### config.mk
export PLATFORM = sky130hd
export DESIGN_NAME = csq_seq
export DESIGN_NICKNAME = d
export VERILOG_FILES = /design/src/csq_pkg.sv /design/src/csq_sync.sv /design/src/csq_seq.sv
export SDC_FILE = /design/constraint.sdc
export NUM_CORES = 1
export LEC_CHECK = 0
export BUFFER_PORTS_ARGS = -buffer_cell sky130_fd_sc_hd__buf_2
export CELL_PAD_IN_SITES_DETAIL_PLACEMENT = 1
export CELL_PAD_IN_SITES_GLOBAL_PLACEMENT = 1
export CORE_MARGIN = 10
export CORE_UTILIZATION = 42
export CTS_CLUSTER_SIZE = 12
export DETAILED_ROUTE_END_ITERATION = 10
export PLACE_DENSITY = 0.73
export SYNTH_ARGS = -nofsm -noshare
export SYNTH_HDL_FRONTEND = slang
export SYNTH_SLANG_ARGS = --single-unit
### constraint.sdc
create_clock -name clk -period 1.7 [get_ports clk]
set_input_delay 0.34 -clock clk [delete_from_list [all_inputs] [get_ports clk]]
set_output_delay 0.34 -clock clk [all_outputs]
set_load 0.01 [all_outputs]
### src/csq_pkg.sv
/*
 Constants and state type for the charge-state sequencer.
 Assumes the analog comparators deliver asynchronous levels to the logic.
*/
// How it works
// - Bulk charge drives status code 01
// - Battery at 95 percent leaves bulk
// - Over charge entry drives status code 10
// - Near full current drives status code 11
// - Near full never stops charging early
// - Fourteen bit counter times over charge
// - Timer starts on over charge entry
// - Expiry pulls request pin low, ends cycle
// - Both amplifiers enabled during bulk charge
// - Rising request pin starts ordered charge states
// - Below trickle threshold stays trickle, code 00
// - Above trickle threshold and below 95% enters bulk
// - Timer oscillator runs only in over charge
package csq_pkg;

  // ****************************************************************
  // Sizes and reset values
  // ****************************************************************
  localparam int unsigned TMR_W = 14;
  localparam logic [13:0] TMR_RST = 14'h0000;
  localparam logic [13:0] TMR_LAST = 14'h3FFF;
  localparam logic [1:0] SYNC_RST = 2'h0;
  localparam logic [2:0] PIPE_RST = 3'h0;

  // ****************************************************************
  // Status codes, {high bit, low bit}
  // ****************************************************************
  localparam logic [1:0] CODE_TRICKLE = 2'h0;
  localparam logic [1:0] CODE_BULK = 2'h1;
  localparam logic [1:0] CODE_OVER = 2'h2;
  localparam logic [1:0] CODE_TOPOFF = 2'h3;

  typedef enum logic [2:0] {
    CSQ_IDLE,
    CSQ_TRICKLE,
    CSQ_BULK,
    CSQ_OVER,
    CSQ_DONE
  } csq_state_t;

endpackage : csq_pkg

### src/csq_sync.sv
/*
 Three-stage input conditioner for one asynchronous level.
 Assumes the input may change at any time relative to clk.
*/
`timescale 1ns/1ps
module csq_sync (
  // Clock and reset
  input wire logic clk,
  input wire logic rst,
  // Level in and filtered level out
  input wire logic din,
  output logic dout
);

  logic [2:0] pipe_r;
  logic [2:0] pipe_nxt;
  logic dout_r;
  logic dout_nxt;

  // Shift chain; only the last two stages are compared
  always_comb begin
    pipe_nxt = {pipe_r[1:0], din};
    dout_nxt = (pipe_r[2] == pipe_r[1]) ? pipe_r[1] : dout_r;
  end

  // Register stage
  always_ff @(posedge clk or posedge rst) begin
    if (rst) begin
      pipe_r <= csq_pkg::PIPE_RST;
      dout_r <= 1'b0;
    end else begin
      pipe_r <= pipe_nxt;
      dout_r <= dout_nxt;
    end
  end

  assign dout = dout_r;

endmodule : csq_sync

### src/csq_seq.sv
/*
 Charge-state sequencer with 14-bit over charge timer.
 Assumes comparator results arrive as asynchronous logic levels and the
 timer oscillator arrives as an asynchronous square wave on a pin.
 The request pin is open drain: the host pulls it up, we only pull low.
*/
`timescale 1ns/1ps
module csq_seq (
  // Clock and reset
  input wire logic clk,
  input wire logic rst,
  // Charge request pin, open drain
  input wire logic charge_request_pin_i,
  output logic charge_request_pin_o,
  output logic charge_request_pin_oe_n,
  // Comparator results from the analog side
  input wire logic trickle_above_thr, // trickle_threshold_sense > 2.05V
  input wire logic battery_at_95pct, // battery_sense_input >= 95% of reference
  input wire logic near_full_cmp, // current_sense_output > near_full_threshold_pin
  // Timer oscillator square wave, from timer_capacitor / timing_resistor
  input wire logic timer_osc_in,
  // Status code, open drain (oe_n low pulls the pin low)
  output logic state_code_low_bit_o,
  output logic state_code_low_bit_oe_n,
  output logic state_code_high_bit_o,
  output logic state_code_high_bit_oe_n,
  // Analog control
  output logic voltage_amp_en,
  output logic current_amp_en,
  output logic timer_osc_en,
  output logic charge_active
);

  // ****************************************************************
  // Input conditioning
  // ****************************************************************
  logic req_s;
  logic trk_s;
  logic v95_s;
  logic nf_s;
  logic osc_s;
  logic [4:0] raw_in;
  logic [4:0] syn_out;

  assign raw_in = {timer_osc_in, near_full_cmp, battery_at_95pct, trickle_above_thr, charge_request_pin_i};

  // One conditioner per asynchronous input
  genvar gi;
  generate
    for (gi = 0; gi < 5; gi++) begin : g_sync
      csq_sync u_sync (
        .clk(clk),
        .rst(rst),
        .din(raw_in[gi]),
        .dout(syn_out[gi])
      );
    end
  endgenerate

  assign req_s = syn_out[0];
  assign trk_s = syn_out[1];
  assign v95_s = syn_out[2];
  assign nf_s = syn_out[3];
  assign osc_s = syn_out[4];

  // ****************************************************************
  // Sequencer state
  // ****************************************************************
  csq_pkg::csq_state_t state_r;
  csq_pkg::csq_state_t state_nxt;
  logic req_d_r;
  logic req_d_nxt;
  logic osc_d_r;
  logic osc_d_nxt;
  logic topoff_r;
  logic topoff_nxt;
  logic [13:0] tmr_r;
  logic [13:0] tmr_nxt;
  logic pull_r;
  logic pull_nxt;
  logic [1:0] code_r;
  logic [1:0] code_nxt;
  logic vamp_r;
  logic vamp_nxt;
  logic camp_r;
  logic camp_nxt;
  logic oscen_r;
  logic oscen_nxt;
  logic act_r;
  logic act_nxt;
  logic req_rise;
  logic osc_tick;

  // Pin reads back low while we pull it, so a rising edge only comes
  // from the host once our pull has been released
  assign req_rise = req_s & ~req_d_r;
  assign osc_tick = osc_s & ~osc_d_r & (state_r == csq_pkg::CSQ_OVER);

  // Next-state logic
  always_comb begin
    state_nxt = state_r;
    topoff_nxt = topoff_r;
    tmr_nxt = tmr_r;
    pull_nxt = pull_r;
    req_d_nxt = req_s;
    osc_d_nxt = osc_s;
    if (req_rise) begin
      // Restart from the first state; counter starts fresh
      state_nxt = csq_pkg::CSQ_TRICKLE;
      tmr_nxt = csq_pkg::TMR_RST;
      topoff_nxt = 1'b0;
      pull_nxt = 1'b0;
    end else begin
      case (state_r)
        csq_pkg::CSQ_IDLE: begin
          state_nxt = csq_pkg::CSQ_IDLE;
        end
        csq_pkg::CSQ_TRICKLE: begin
          if (trk_s && !v95_s) begin
            state_nxt = csq_pkg::CSQ_BULK;
          end else if (trk_s && v95_s) begin
            // Already charged past 95%: bulk passes through in one cycle
            state_nxt = csq_pkg::CSQ_BULK;
          end else begin
            state_nxt = csq_pkg::CSQ_TRICKLE;
          end
        end
        csq_pkg::CSQ_BULK: begin
          if (v95_s) begin
            state_nxt = csq_pkg::CSQ_OVER;
            tmr_nxt = csq_pkg::TMR_RST;
            topoff_nxt = 1'b0;
          end
        end
        csq_pkg::CSQ_OVER: begin
          // Near full only changes the code; the timer alone ends charging
          if (nf_s) begin
            topoff_nxt = 1'b1;
          end
          if (osc_tick) begin
            if (tmr_r == csq_pkg::TMR_LAST) begin
              state_nxt = csq_pkg::CSQ_DONE;
              pull_nxt = 1'b1;
            end else begin
              tmr_nxt = 14'(tmr_r + 14'h0001);
            end
          end
        end
        csq_pkg::CSQ_DONE: begin
          pull_nxt = 1'b1;
        end
        default: begin
          state_nxt = csq_pkg::CSQ_IDLE;
        end
      endcase
    end
  end

  // Output decode from the next state, so outputs change together with the state register
  always_comb begin
    code_nxt = csq_pkg::CODE_TRICKLE;
    vamp_nxt = 1'b0;
    camp_nxt = 1'b1;
    oscen_nxt = 1'b0;
    act_nxt = 1'b0;
    case (state_nxt)
      csq_pkg::CSQ_TRICKLE: begin
        code_nxt = csq_pkg::CODE_TRICKLE;
        act_nxt = 1'b1;
      end
      csq_pkg::CSQ_BULK: begin
        code_nxt = csq_pkg::CODE_BULK;
        vamp_nxt = 1'b1;
        camp_nxt = 1'b1;
        act_nxt = 1'b1;
      end
      csq_pkg::CSQ_OVER: begin
        code_nxt = topoff_nxt ? csq_pkg::CODE_TOPOFF : csq_pkg::CODE_OVER;
        vamp_nxt = 1'b1;
        oscen_nxt = 1'b1;
        act_nxt = 1'b1;
      end
      csq_pkg::CSQ_DONE: begin
        code_nxt = csq_pkg::CODE_OVER;
      end
      default: begin
        code_nxt = csq_pkg::CODE_TRICKLE;
      end
    endcase
  end

  // Register all state and outputs
  always_ff @(posedge clk or posedge rst) begin
    if (rst) begin
      state_r <= csq_pkg::CSQ_IDLE;
      req_d_r <= 1'b0;
      osc_d_r <= 1'b0;
      topoff_r <= 1'b0;
      tmr_r <= csq_pkg::TMR_RST;
      pull_r <= 1'b0;
      code_r <= csq_pkg::CODE_TRICKLE;
      vamp_r <= 1'b0;
      camp_r <= 1'b0;
      oscen_r <= 1'b0;
      act_r <= 1'b0;
    end else begin
      state_r <= state_nxt;
      req_d_r <= req_d_nxt;
      osc_d_r <= osc_d_nxt;
      topoff_r <= topoff_nxt;
      tmr_r <= tmr_nxt;
      pull_r <= pull_nxt;
      code_r <= code_nxt;
      vamp_r <= vamp_nxt;
      camp_r <= camp_nxt;
      oscen_r <= oscen_nxt;
      act_r <= act_nxt;
    end
  end

  // ****************************************************************
  // Pin drive: outputs held at 0, enables low only when pulling low
  // ****************************************************************
  assign charge_request_pin_o = 1'b0;
  assign charge_request_pin_oe_n = ~pull_r;
  assign state_code_low_bit_o = 1'b0;
  assign state_code_low_bit_oe_n = code_r[0];
  assign state_code_high_bit_o = 1'b0;
  assign state_code_high_bit_oe_n = code_r[1];
  assign voltage_amp_en = vamp_r;
  assign current_amp_en = camp_r;
  assign timer_osc_en = oscen_r;
  assign charge_active = act_r;

endmodule : csq_seq

==> results of run 1 <==
==> worst min-delay path by stage <==
stage                                            end  slack, ns  depth (start not counted)
final                     g_sync[3].u_sync.pipe_r[0]       0.05                          3
after global routing      g_sync[3].u_sync.pipe_r[0]       0.07                          3
after CTS                 g_sync[2].u_sync.pipe_r[0]       0.06                          3
after detailed placement  g_sync[3].u_sync.pipe_r[1]       0.34                          0
after global placement    g_sync[3].u_sync.pipe_r[1]       0.33                          0
after floorplan           g_sync[0].u_sync.pipe_r[1]       0.33                          0
==> worst register-to-register path, cell delays in order (launching register included) <==
cell and delay (ns):
dfrtp_1 0.42, nor2b_4 0.17, a21oi_4 0.11, buf_6 0.13, a211o_2 0.36, or3_1 0.34, a21oi_1 0.16
==> metal layers <==
metal / track usage [%] / up-vias
met5: 0 / -
met4: 5.596 / 0
met3: 3.558 / 9
met2: 21.05 / 26
met1: 13.89 / 720
li1: - / 654
==> registers in the layout (all words and copies together) (netlist names) <==
register              flops
g_sync.u_sync.pipe_r     15
tmr_r                    14
g_sync.u_sync.dout        5
state_r                   3
code_r                    2
charge_active             1
current_amp_en            1
osc_d_r                   1
pull_r                    1
req_d_r                   1
timer_osc_en              1
topoff_r                  1
voltage_amp_en            1
==> through the flow <==
stage,hold slack [ns],worst slack (ns),setup TNS [ns]
floorplan,0.3312,0.003686,0
global placement,0.3329,0.02518,0
detailed placement,0.3365,-0.1450,-0.3890
CTS,0.05623,-0.04042,-0.1479
global route,0.06695,-0.1181,-0.9031
finish,0.05231,-0.05929,-0.1510
==> power breakdown <==
| group | internal (uW) | switching [uW] |
|---|---|---|
| Clock | 297 | 390 |
| Combinational | 399 | 446 |
| Sequential | 1240 | 64.6 |
==> area by class of cell <==
| type | instances | share of cell area (%) |
|---|---|---|
| flip-flops and latches | 47 | 47.05 |
| multi-input cells | 104 | 33.55 |
| repair buffers | 43 | 12.40 |
| clock buffers | 5 | 2.750 |
| well taps | 52 | 2.600 |
| clock inverters | 3 | 0.9000 |
| inverters | 5 | 0.7500 |
==> synth_stat cells, types with 2 or more instances <==
library cell / instances
a31oi_1: 2
nor3_1: 5
a211o_1: 2
clkbuf_1: 2
inv_1: 5
nand4_1: 3
o21a_1: 3
o21ai_0: 6
maj3_1: 5
mux2i_1: 2
nor4b_1: 2
nor2_1: 10
xnor2_1: 5
nand3_1: 4
dfrtp_1: 47
and2_1: 2
nand2_1: 8
conb_1: 2
and3_1: 2
buf_4: 3
a211oi_1: 2
a21oi_1: 10
or3_1: 6
nor4_1: 5
==> logic make-up after synthesis <==
| logic type | share of synthesized area (%) |
|---|---|
| AO/OA/AOI/OAI | 10.49 |
| XOR/XNOR | 2.324 |
| adder cells (fa/ha/maj) | 3.320 |
| buffers and inverters | 3.453 |
| flip-flops | 62.42 |
| multiplexers | 1.062 |
| other | 0.3986 |
| AND/OR/NAND/NOR | 16.53 |
==> timing repair <==
item | CTS | global route
pin swaps | 0 | 11
buffers inserted | 0 | 8
gates cloned | 0 | 1
gates resized for setup | 4 | 32
endpoints found under the setup margin | 13 | 21
==> results.toml, run 1 <==
[final_layout]
drive_gt1_share_pct = 39.61
fin_area_mm2 = 0.002502
seq_area_mm2 = 0.001177
n_antenna_cell = 0
layout_common_cells = "dfrtp_1, buf_4, buf_2"
layout_commonest_cell = "dfrtp_1"
finish.utilization_pct = 57.47
multi_input_area_um2 = 839.6
fin_nets = 214
finalNonFillerCells = 259
area_growth_pct = 32.80
nFillCells = 462

[clock_network]
clk_latency_ns = 0.30
cts.sinks = 47
clock_path_buffers = 2
holdBufCountCts = 0
cts_made_buffers = 5
cts_root_buf = "clkbuf_8"
cts.clk_slew.worst_paths_ns = 0.09
tritoncts = "yes"
h-tree-depth = 2

[synth]
synth_top_cell_by_area = "dfrtp_1"
syn_inst = 160
ys_top_cells_by_area = "dfrtp_1, a21oi_1, maj3_1"
yosysWarningCount = 0
ys_seq_area_share_pct = 62.42
synth_seq_cells = 47
yosysUniqueCellTypes = 41
synth-main-ff-cell = "dfrtp_1"
synth_edf_count = 0
yosysTopAreaCellShare_pct = 62.42
async_flop_share_pct = 100.0
syn_area_per_cell_um2 = 11.78
netlist_area_mm2 = 0.001884

[setup_path]
crit_family = "compound AO/OA/AOI/OAI gates"
worstReg2RegEnd = "tmr_r[2]"
rr_startpoint = "state_r[2]"
cp-start-kind = "flop"
slowest_stage = "dfrtp_1"
worstPathArrival_ns = 1.99
crit_type = "flop to flop"
cp.depth = 6
path_cells = "nor2b_4 > a21oi_4 > buf_6 > a211o_2 > or3_1 > a21oi_1"
startpoint = "state_r[2]"
critPathMaxFanout = 6
critPathMaxStageDelay_ns = 0.42
critPathBufInv = 1
reg2regPathDepth = 6
required_ns = 1.93
rrSetupSlack_ns = -0.06
crit_path_end_kind = "flop"
setup.worst_path.end = "tmr_r[2]"

[timing]
rsz0062_at_grt = "yes"
fin_crit_ns = 1.759
worst_slack_ns = -0.05929
period_share_pct = 103.5
fmax_mhz = 568.4
maxSlewViolCount = 0
setup_viol = 5
hold_viol = 0
skew_ns = 0.006895

[global_route]
grt_overflow = 0
grt_pass1_vias = 1537
track_usage_pct = 12.35
grt_max_degree = 48
antenna_found_initial = 0
grt_pass1_wl_um = 7424

[outcome]
violations = "negative setup slack"
status = "finished with violations"

[floorplanning]
die_x_um = 86.98
initial_core_util_pct = 43.28
rows = 24
dieHeight_um = 86.98
die-area_mm2 = 0.007566
boundaryPins = 17
core_mm2 = 0.004354

[min_path]
min_path_type = "input port to async pin"

[routing]
drt-total-wl_um = 4851
wl_met3_um = 172
viasPerCell = 5.440
drt_iter0_drc = 52
vias = 1409
dr_wl_met2_um = 2676
top_layer = "met4"
ant_nets = 0
wl_per_cell_um = 18.73
dr.pass1.iters = 4
met1_length_um = 1912
drc = 0

[placement]
port_buffers = 13
place_congestion = 0.8580
placed_area_mm2 = 0.002178
dp_hpwl_um = 3032
dpl.cell_count = 242

[power]
power_uw = 2839
irDropWorstVdd_uv = 703.1
powerDensity_mw_per_mm2 = 1135
p_leak_uw = 0.001129

[run]
drv_cap = 0
(Power assumes the default switching activity.)
==> run 2: changes to the inputs <==
- CORE_MARGIN: 10 -> 5
==> results.toml, run 2 (same netlist as run 1, synthesis figures left out) <==
[outcome]
status = "finished with violations"
violations = "negative setup slack"

[clock_network]
cts_made_buffers = 5
cts_root_buf = "clkbuf_8"
clk_latency_ns = 0.30
cts.sinks = 47
h-tree-depth = 2
holdBufCountCts = 0
clock_path_buffers = 2
tritoncts = "yes"
cts.clk_slew.worst_paths_ns = 0.09

[setup_path]
worstPathArrival_ns = 1.91
cp-start-kind = "flop"
rr_startpoint = "tmr_r[0]"
reg2regPathDepth = 6
required_ns = 1.89
crit_type = "flop to flop"
worstReg2RegEnd = "tmr_r[0]"
rrSetupSlack_ns = -0.02
crit_path_end_kind = "flop"
critPathMaxFanout = 6

[power]
seqPwrFrac_pct = 44.3
p_sw_uw = 884.3
pwr-share-clk_pct = 28.2
combPwrFrac_pct = 27.4
p_int_uw = 2057
powerDensity_mw_per_mm2 = 1179
p_leak_uw = 0.001117
switching_share_pct = 30.07
irDropWorstVdd_uv = 756.3

[final_layout]
layout_commonest_cell = "dfrtp_1"
area_growth_pct = 32.40
nFillCells = 461
layout_common_cells = "dfrtp_1, buf_4, buf_2"
fin_area_mm2 = 0.002495
fin_nets = 211
regMostFlops = "g_sync.u_sync.pipe_r"
n_antenna_cell = 0
finish.utilization_pct = 57.30
finalNonFillerCells = 256
drive_gt1_share_pct = 37.75
largest_reg_flops = 15

[floorplanning]
core_mm2 = 0.004354
die_x_um = 76.98
rows = 24
boundaryPins = 17
initial_core_util_pct = 43.28
dieHeight_um = 76.98
die-area_mm2 = 0.005926

[routing]
drc = 0
viasPerCell = 5.414
drt-total-wl_um = 4603
vias = 1386
drt_iter0_drc = 46
wl_per_cell_um = 17.98
dr.pass1.iters = 4
ant_nets = 0

[global_route]
grt_pass1_vias = 1456
met1_usage_pct = 18.78
antenna_found_initial = 0
grt_max_degree = 30
grt_use_met2_pct = 25.47
grtUsageMet3_pct = 3.630
grt_overflow = 0
grt.busiest_layer = "met2"
grt_pass1_wl_um = 7162
track_usage_pct = 15.06

[timing]
setup_viol = 4
fin_crit_ns = 1.717
period_share_pct = 101.0
hold_viol = 0
finalSetupTns_ns = -0.03300
maxSlewViolCount = 0
skew_ns = 0.008130
fmax_mhz = 582.4
worst_slack_ns = -0.01707
rsz0062_at_grt = "yes"

[placement]
port_buffers = 13
dp_hpwl_um = 2862
placed_area_mm2 = 0.002178
place_congestion = 0.8114
place_ws_ns = -0.05267
dpl.cell_count = 242

[run]
drv_cap = 0

[min_path]
min_path_type = "input port to async pin"
-- run 2: worst max path at each step --
stage / cells after the start / slack [ns] / endpoint / startpoint
after global routing: 6 / -0.08 / tmr_r[12] / tmr_r[6]
after CTS: 7 / -0.04 / charge_active / tmr_r[1]
after floorplan: 7 / 0.004 / tmr_r[6] / tmr_r[0]
final: 6 / -0.02 / tmr_r[0] / tmr_r[0]
after detailed placement: 6 / -0.05 / tmr_r[5] / tmr_r[1]
after global placement: 6 / 0.03 / tmr_r[7] / tmr_r[1]
-- run 2: what timing repair did --
item | in CTS | in global routing
pin swaps | 2 | 13
resized for setup | 6 | 29
cloned | 0 | 1
setup endpoints to repair | 13 | 18
buffers inserted | 1 | 4
-- run 2: worst max-delay path: stages, from the launching register on --
cell	delay, ns
dfrtp_1	0.42
ha_4	0.19
nand3_4	0.12
nor3_4	0.07
a211o_4	0.37
buf_4	0.15
a32o_2	0.28
-- run 2: metal layers --
metal	vias up	share of wire, %
li1	649	-
met1	690	40
met2	34	54
met3	13	3.6
met4	0	2.6
met5	-	0
-- run 2: stage by stage --
| step | hold slack [ns] | total power, uW |
|---|---|---|
| after floorplan | 0.3312 | 1713 |
| after global placement | 0.3337 | 1942 |
| after detailed placement | 0.3363 | 1983 |
| after CTS | 0.03304 | 2843 |
| after global routing | 0.04978 | 3107 |
| final | 0.02339 | 2941 |
-- run 2: layout make-up --
cell class	count	area [um2]	share of cell area [%]
Clock buffer	5	68.82	2.758
Tap cell	52	65.06	2.608
Timing Repair Buffer	40	284.0	11.38
Clock inverter	3	46.29	1.856
Sequential cell	47	1176	47.14
Inverter	5	18.77	0.7523
Multi-Input combinational cell	104	835.8	33.50
-- run 2: power groups by stage --
stage / Sequential [uW] / Combinational (uW) / Clock, uW
after floorplan: 1340 / 370 / 0
after global placement: 1310 / 631 / 0
after detailed placement: 1320 / 665 / 0
after CTS: 1300 / 691 / 852
after global routing: 1320 / 880 / 907
final: 1300 / 807 / 830
==> run 3: changes to the inputs <==
- PLACE_DENSITY: 0.73 -> default
- PLACE_DENSITY_LB_ADDON: default -> 0.1
==> results.toml, run 3 (same netlist as run 1, synthesis figures left out) <==
[timing]
period_share_pct = 105.1
worst_slack_ns = -0.08605
rsz0062_at_grt = "yes"
fin_crit_ns = 1.786
skew_ns = 0.01120
fmax_mhz = 559.9
hold_viol = 0
maxSlewViolCount = 0
setup_viol = 4

[floorplanning]
die-area_mm2 = 0.005926
rows = 24
die_x_um = 76.98
initial_core_util_pct = 43.28
boundaryPins = 17
dieHeight_um = 76.98
core_mm2 = 0.004354

[power]
power_uw = 2747
irDropWorstVdd_uv = 711.3
p_leak_uw = 0.001083
powerDensity_mw_per_mm2 = 1123

[routing]
vias = 1374
dr.pass1.iters = 4
drt-total-wl_um = 4189
viasPerCell = 5.305
drt_iter0_drc = 72
drc = 0
wl_per_cell_um = 16.17
ant_nets = 0

[final_layout]
area_growth_pct = 29.81
nFillCells = 489
fin_area_mm2 = 0.002446
n_antenna_cell = 0
layout_commonest_cell = "dfrtp_1"
regMostFlops = "g_sync.u_sync.pipe_r"
finish.utilization_pct = 56.18
largest_reg_flops = 15
layout_common_cells = "dfrtp_1, buf_4, buf_2"
drive_gt1_share_pct = 37.20
fin_nets = 214

[setup_path]
critPathMaxStageDelay_ns = 0.43
startpoint = "tmr_r[0]"
rr_startpoint = "tmr_r[0]"
worstPathArrival_ns = 2.03
cp.depth = 7
worstReg2RegEnd = "tmr_r[4]"
setup.worst_path.end = "tmr_r[4]"
slowest_stage = "dfrtp_1"
critPathBufInv = 1
crit_type = "flop to flop"
rrSetupSlack_ns = -0.09
crit_path_end_kind = "flop"
crit_family = "compound AO/OA/AOI/OAI gates"
required_ns = 1.94
critPathMaxFanout = 7
cp-start-kind = "flop"
reg2regPathDepth = 7
path_cells = "ha_4 > nand3_4 > nor3_4 > a211o_4 > buf_6 > or3_4 > a21oi_2"

[outcome]
status = "finished with violations"
violations = "negative setup slack"

[placement]
place_ws_ns = -0.05927
dp_hpwl_um = 2855
place_congestion = 0.8450
port_buffers = 13
placed_area_mm2 = 0.002216

[clock_network]
h-tree-depth = 2
holdBufCountCts = 0
clock_path_buffers = 2
cts.sinks = 47
cts.clk_slew.worst_paths_ns = 0.10
cts_root_buf = "clkbuf_8"
cts_made_buffers = 5
clk_latency_ns = 0.31
tritoncts = "yes"

[global_route]
grt_pass1_wl_um = 7320
grt_pass1_vias = 1515
grt_max_degree = 30
track_usage_pct = 15.50
antenna_found_initial = 0
grt_overflow = 0

[run]
drv_cap = 0

[min_path]
min_path_type = "input port to async pin"
==> run 3: cell count changes in the layout (fill, tap and decap cells not counted), moves of 2 or more <==
cell / delta
buf_4: +4
nor4_1: +2
nor4_4: -3
o21ai_0: -2
o21ai_1: +3
==> run 3: worst reg2reg max path, cell delays in order, from the launching register on <==
cell	delay (ns)
dfrtp_1	0.43
ha_4	0.18
nand3_4	0.10
nor3_4	0.05
a211o_4	0.37
buf_6	0.14
or3_4	0.32
a21oi_2	0.13
==> run 3: metrics by stage <==
step	TNS, ns	instances	hold slack, ns
2_1_floorplan	0	162	0.3312
3_3_place_gp	0	247	0.3325
3_5_place_dp	-0.2538	247	0.3364
4_1_cts	-0.1992	259	0.02255
5_1_grt	-0.7439	259	0.03136
6_report	-0.2182	259	0.01255
==> run 3: how the worst min path moves through the flow <==
stage	end	depth (start not counted)	slack, ns
4_1_cts	g_sync[2].u_sync.pipe_r[0]	2	0.02
3_3_place_gp	g_sync[2].u_sync.pipe_r[1]	0	0.33
5_1_grt	g_sync[2].u_sync.pipe_r[0]	2	0.03
6_report	g_sync[2].u_sync.pipe_r[0]	2	0.01
3_5_place_dp	g_sync[4].u_sync.pipe_r[1]	0	0.34
2_1_floorplan	g_sync[0].u_sync.pipe_r[1]	0	0.33
==> run 3: final cells by class <==
class	instances	area (um2)	share of cell area [%]
Clock buffer	5	68.82	2.813
Multi-Input combinational cell	103	775.7	31.71
Inverter	5	18.77	0.7673
Sequential cell	47	1176	48.08
Timing Repair Buffer	44	314.1	12.84
Tap cell	52	65.06	2.660
Clock inverter	3	27.53	1.125
==> run 3: per-layer routing <==
layer  vias up  part of all wire, %  wire (um)  track usage (%)
met3         9                  3.9        164            3.747
met1       681                   44       1833            19.82
met2        31                   50       2090            24.87
met4         0                  2.4        100            6.873
met5         -                    0          0                0
li1        653                    -          -                -
==> run 3: power by group <==
| part | internal [uW] | leakage, uW | switching [uW] |
|---|---|---|---|
| Clock | 305 | 0.0000467 | 412 |
| Combinational | 345 | 0.000445 | 387 |
| Sequential | 1240 | 0.000592 | 56.9 |
==> run 3: what timing repair did <==
item	in CTS	in global routing
setup endpoints to repair	8	17
gates resized for setup	7	22
buffers inserted	4	0
pin swaps	7	6
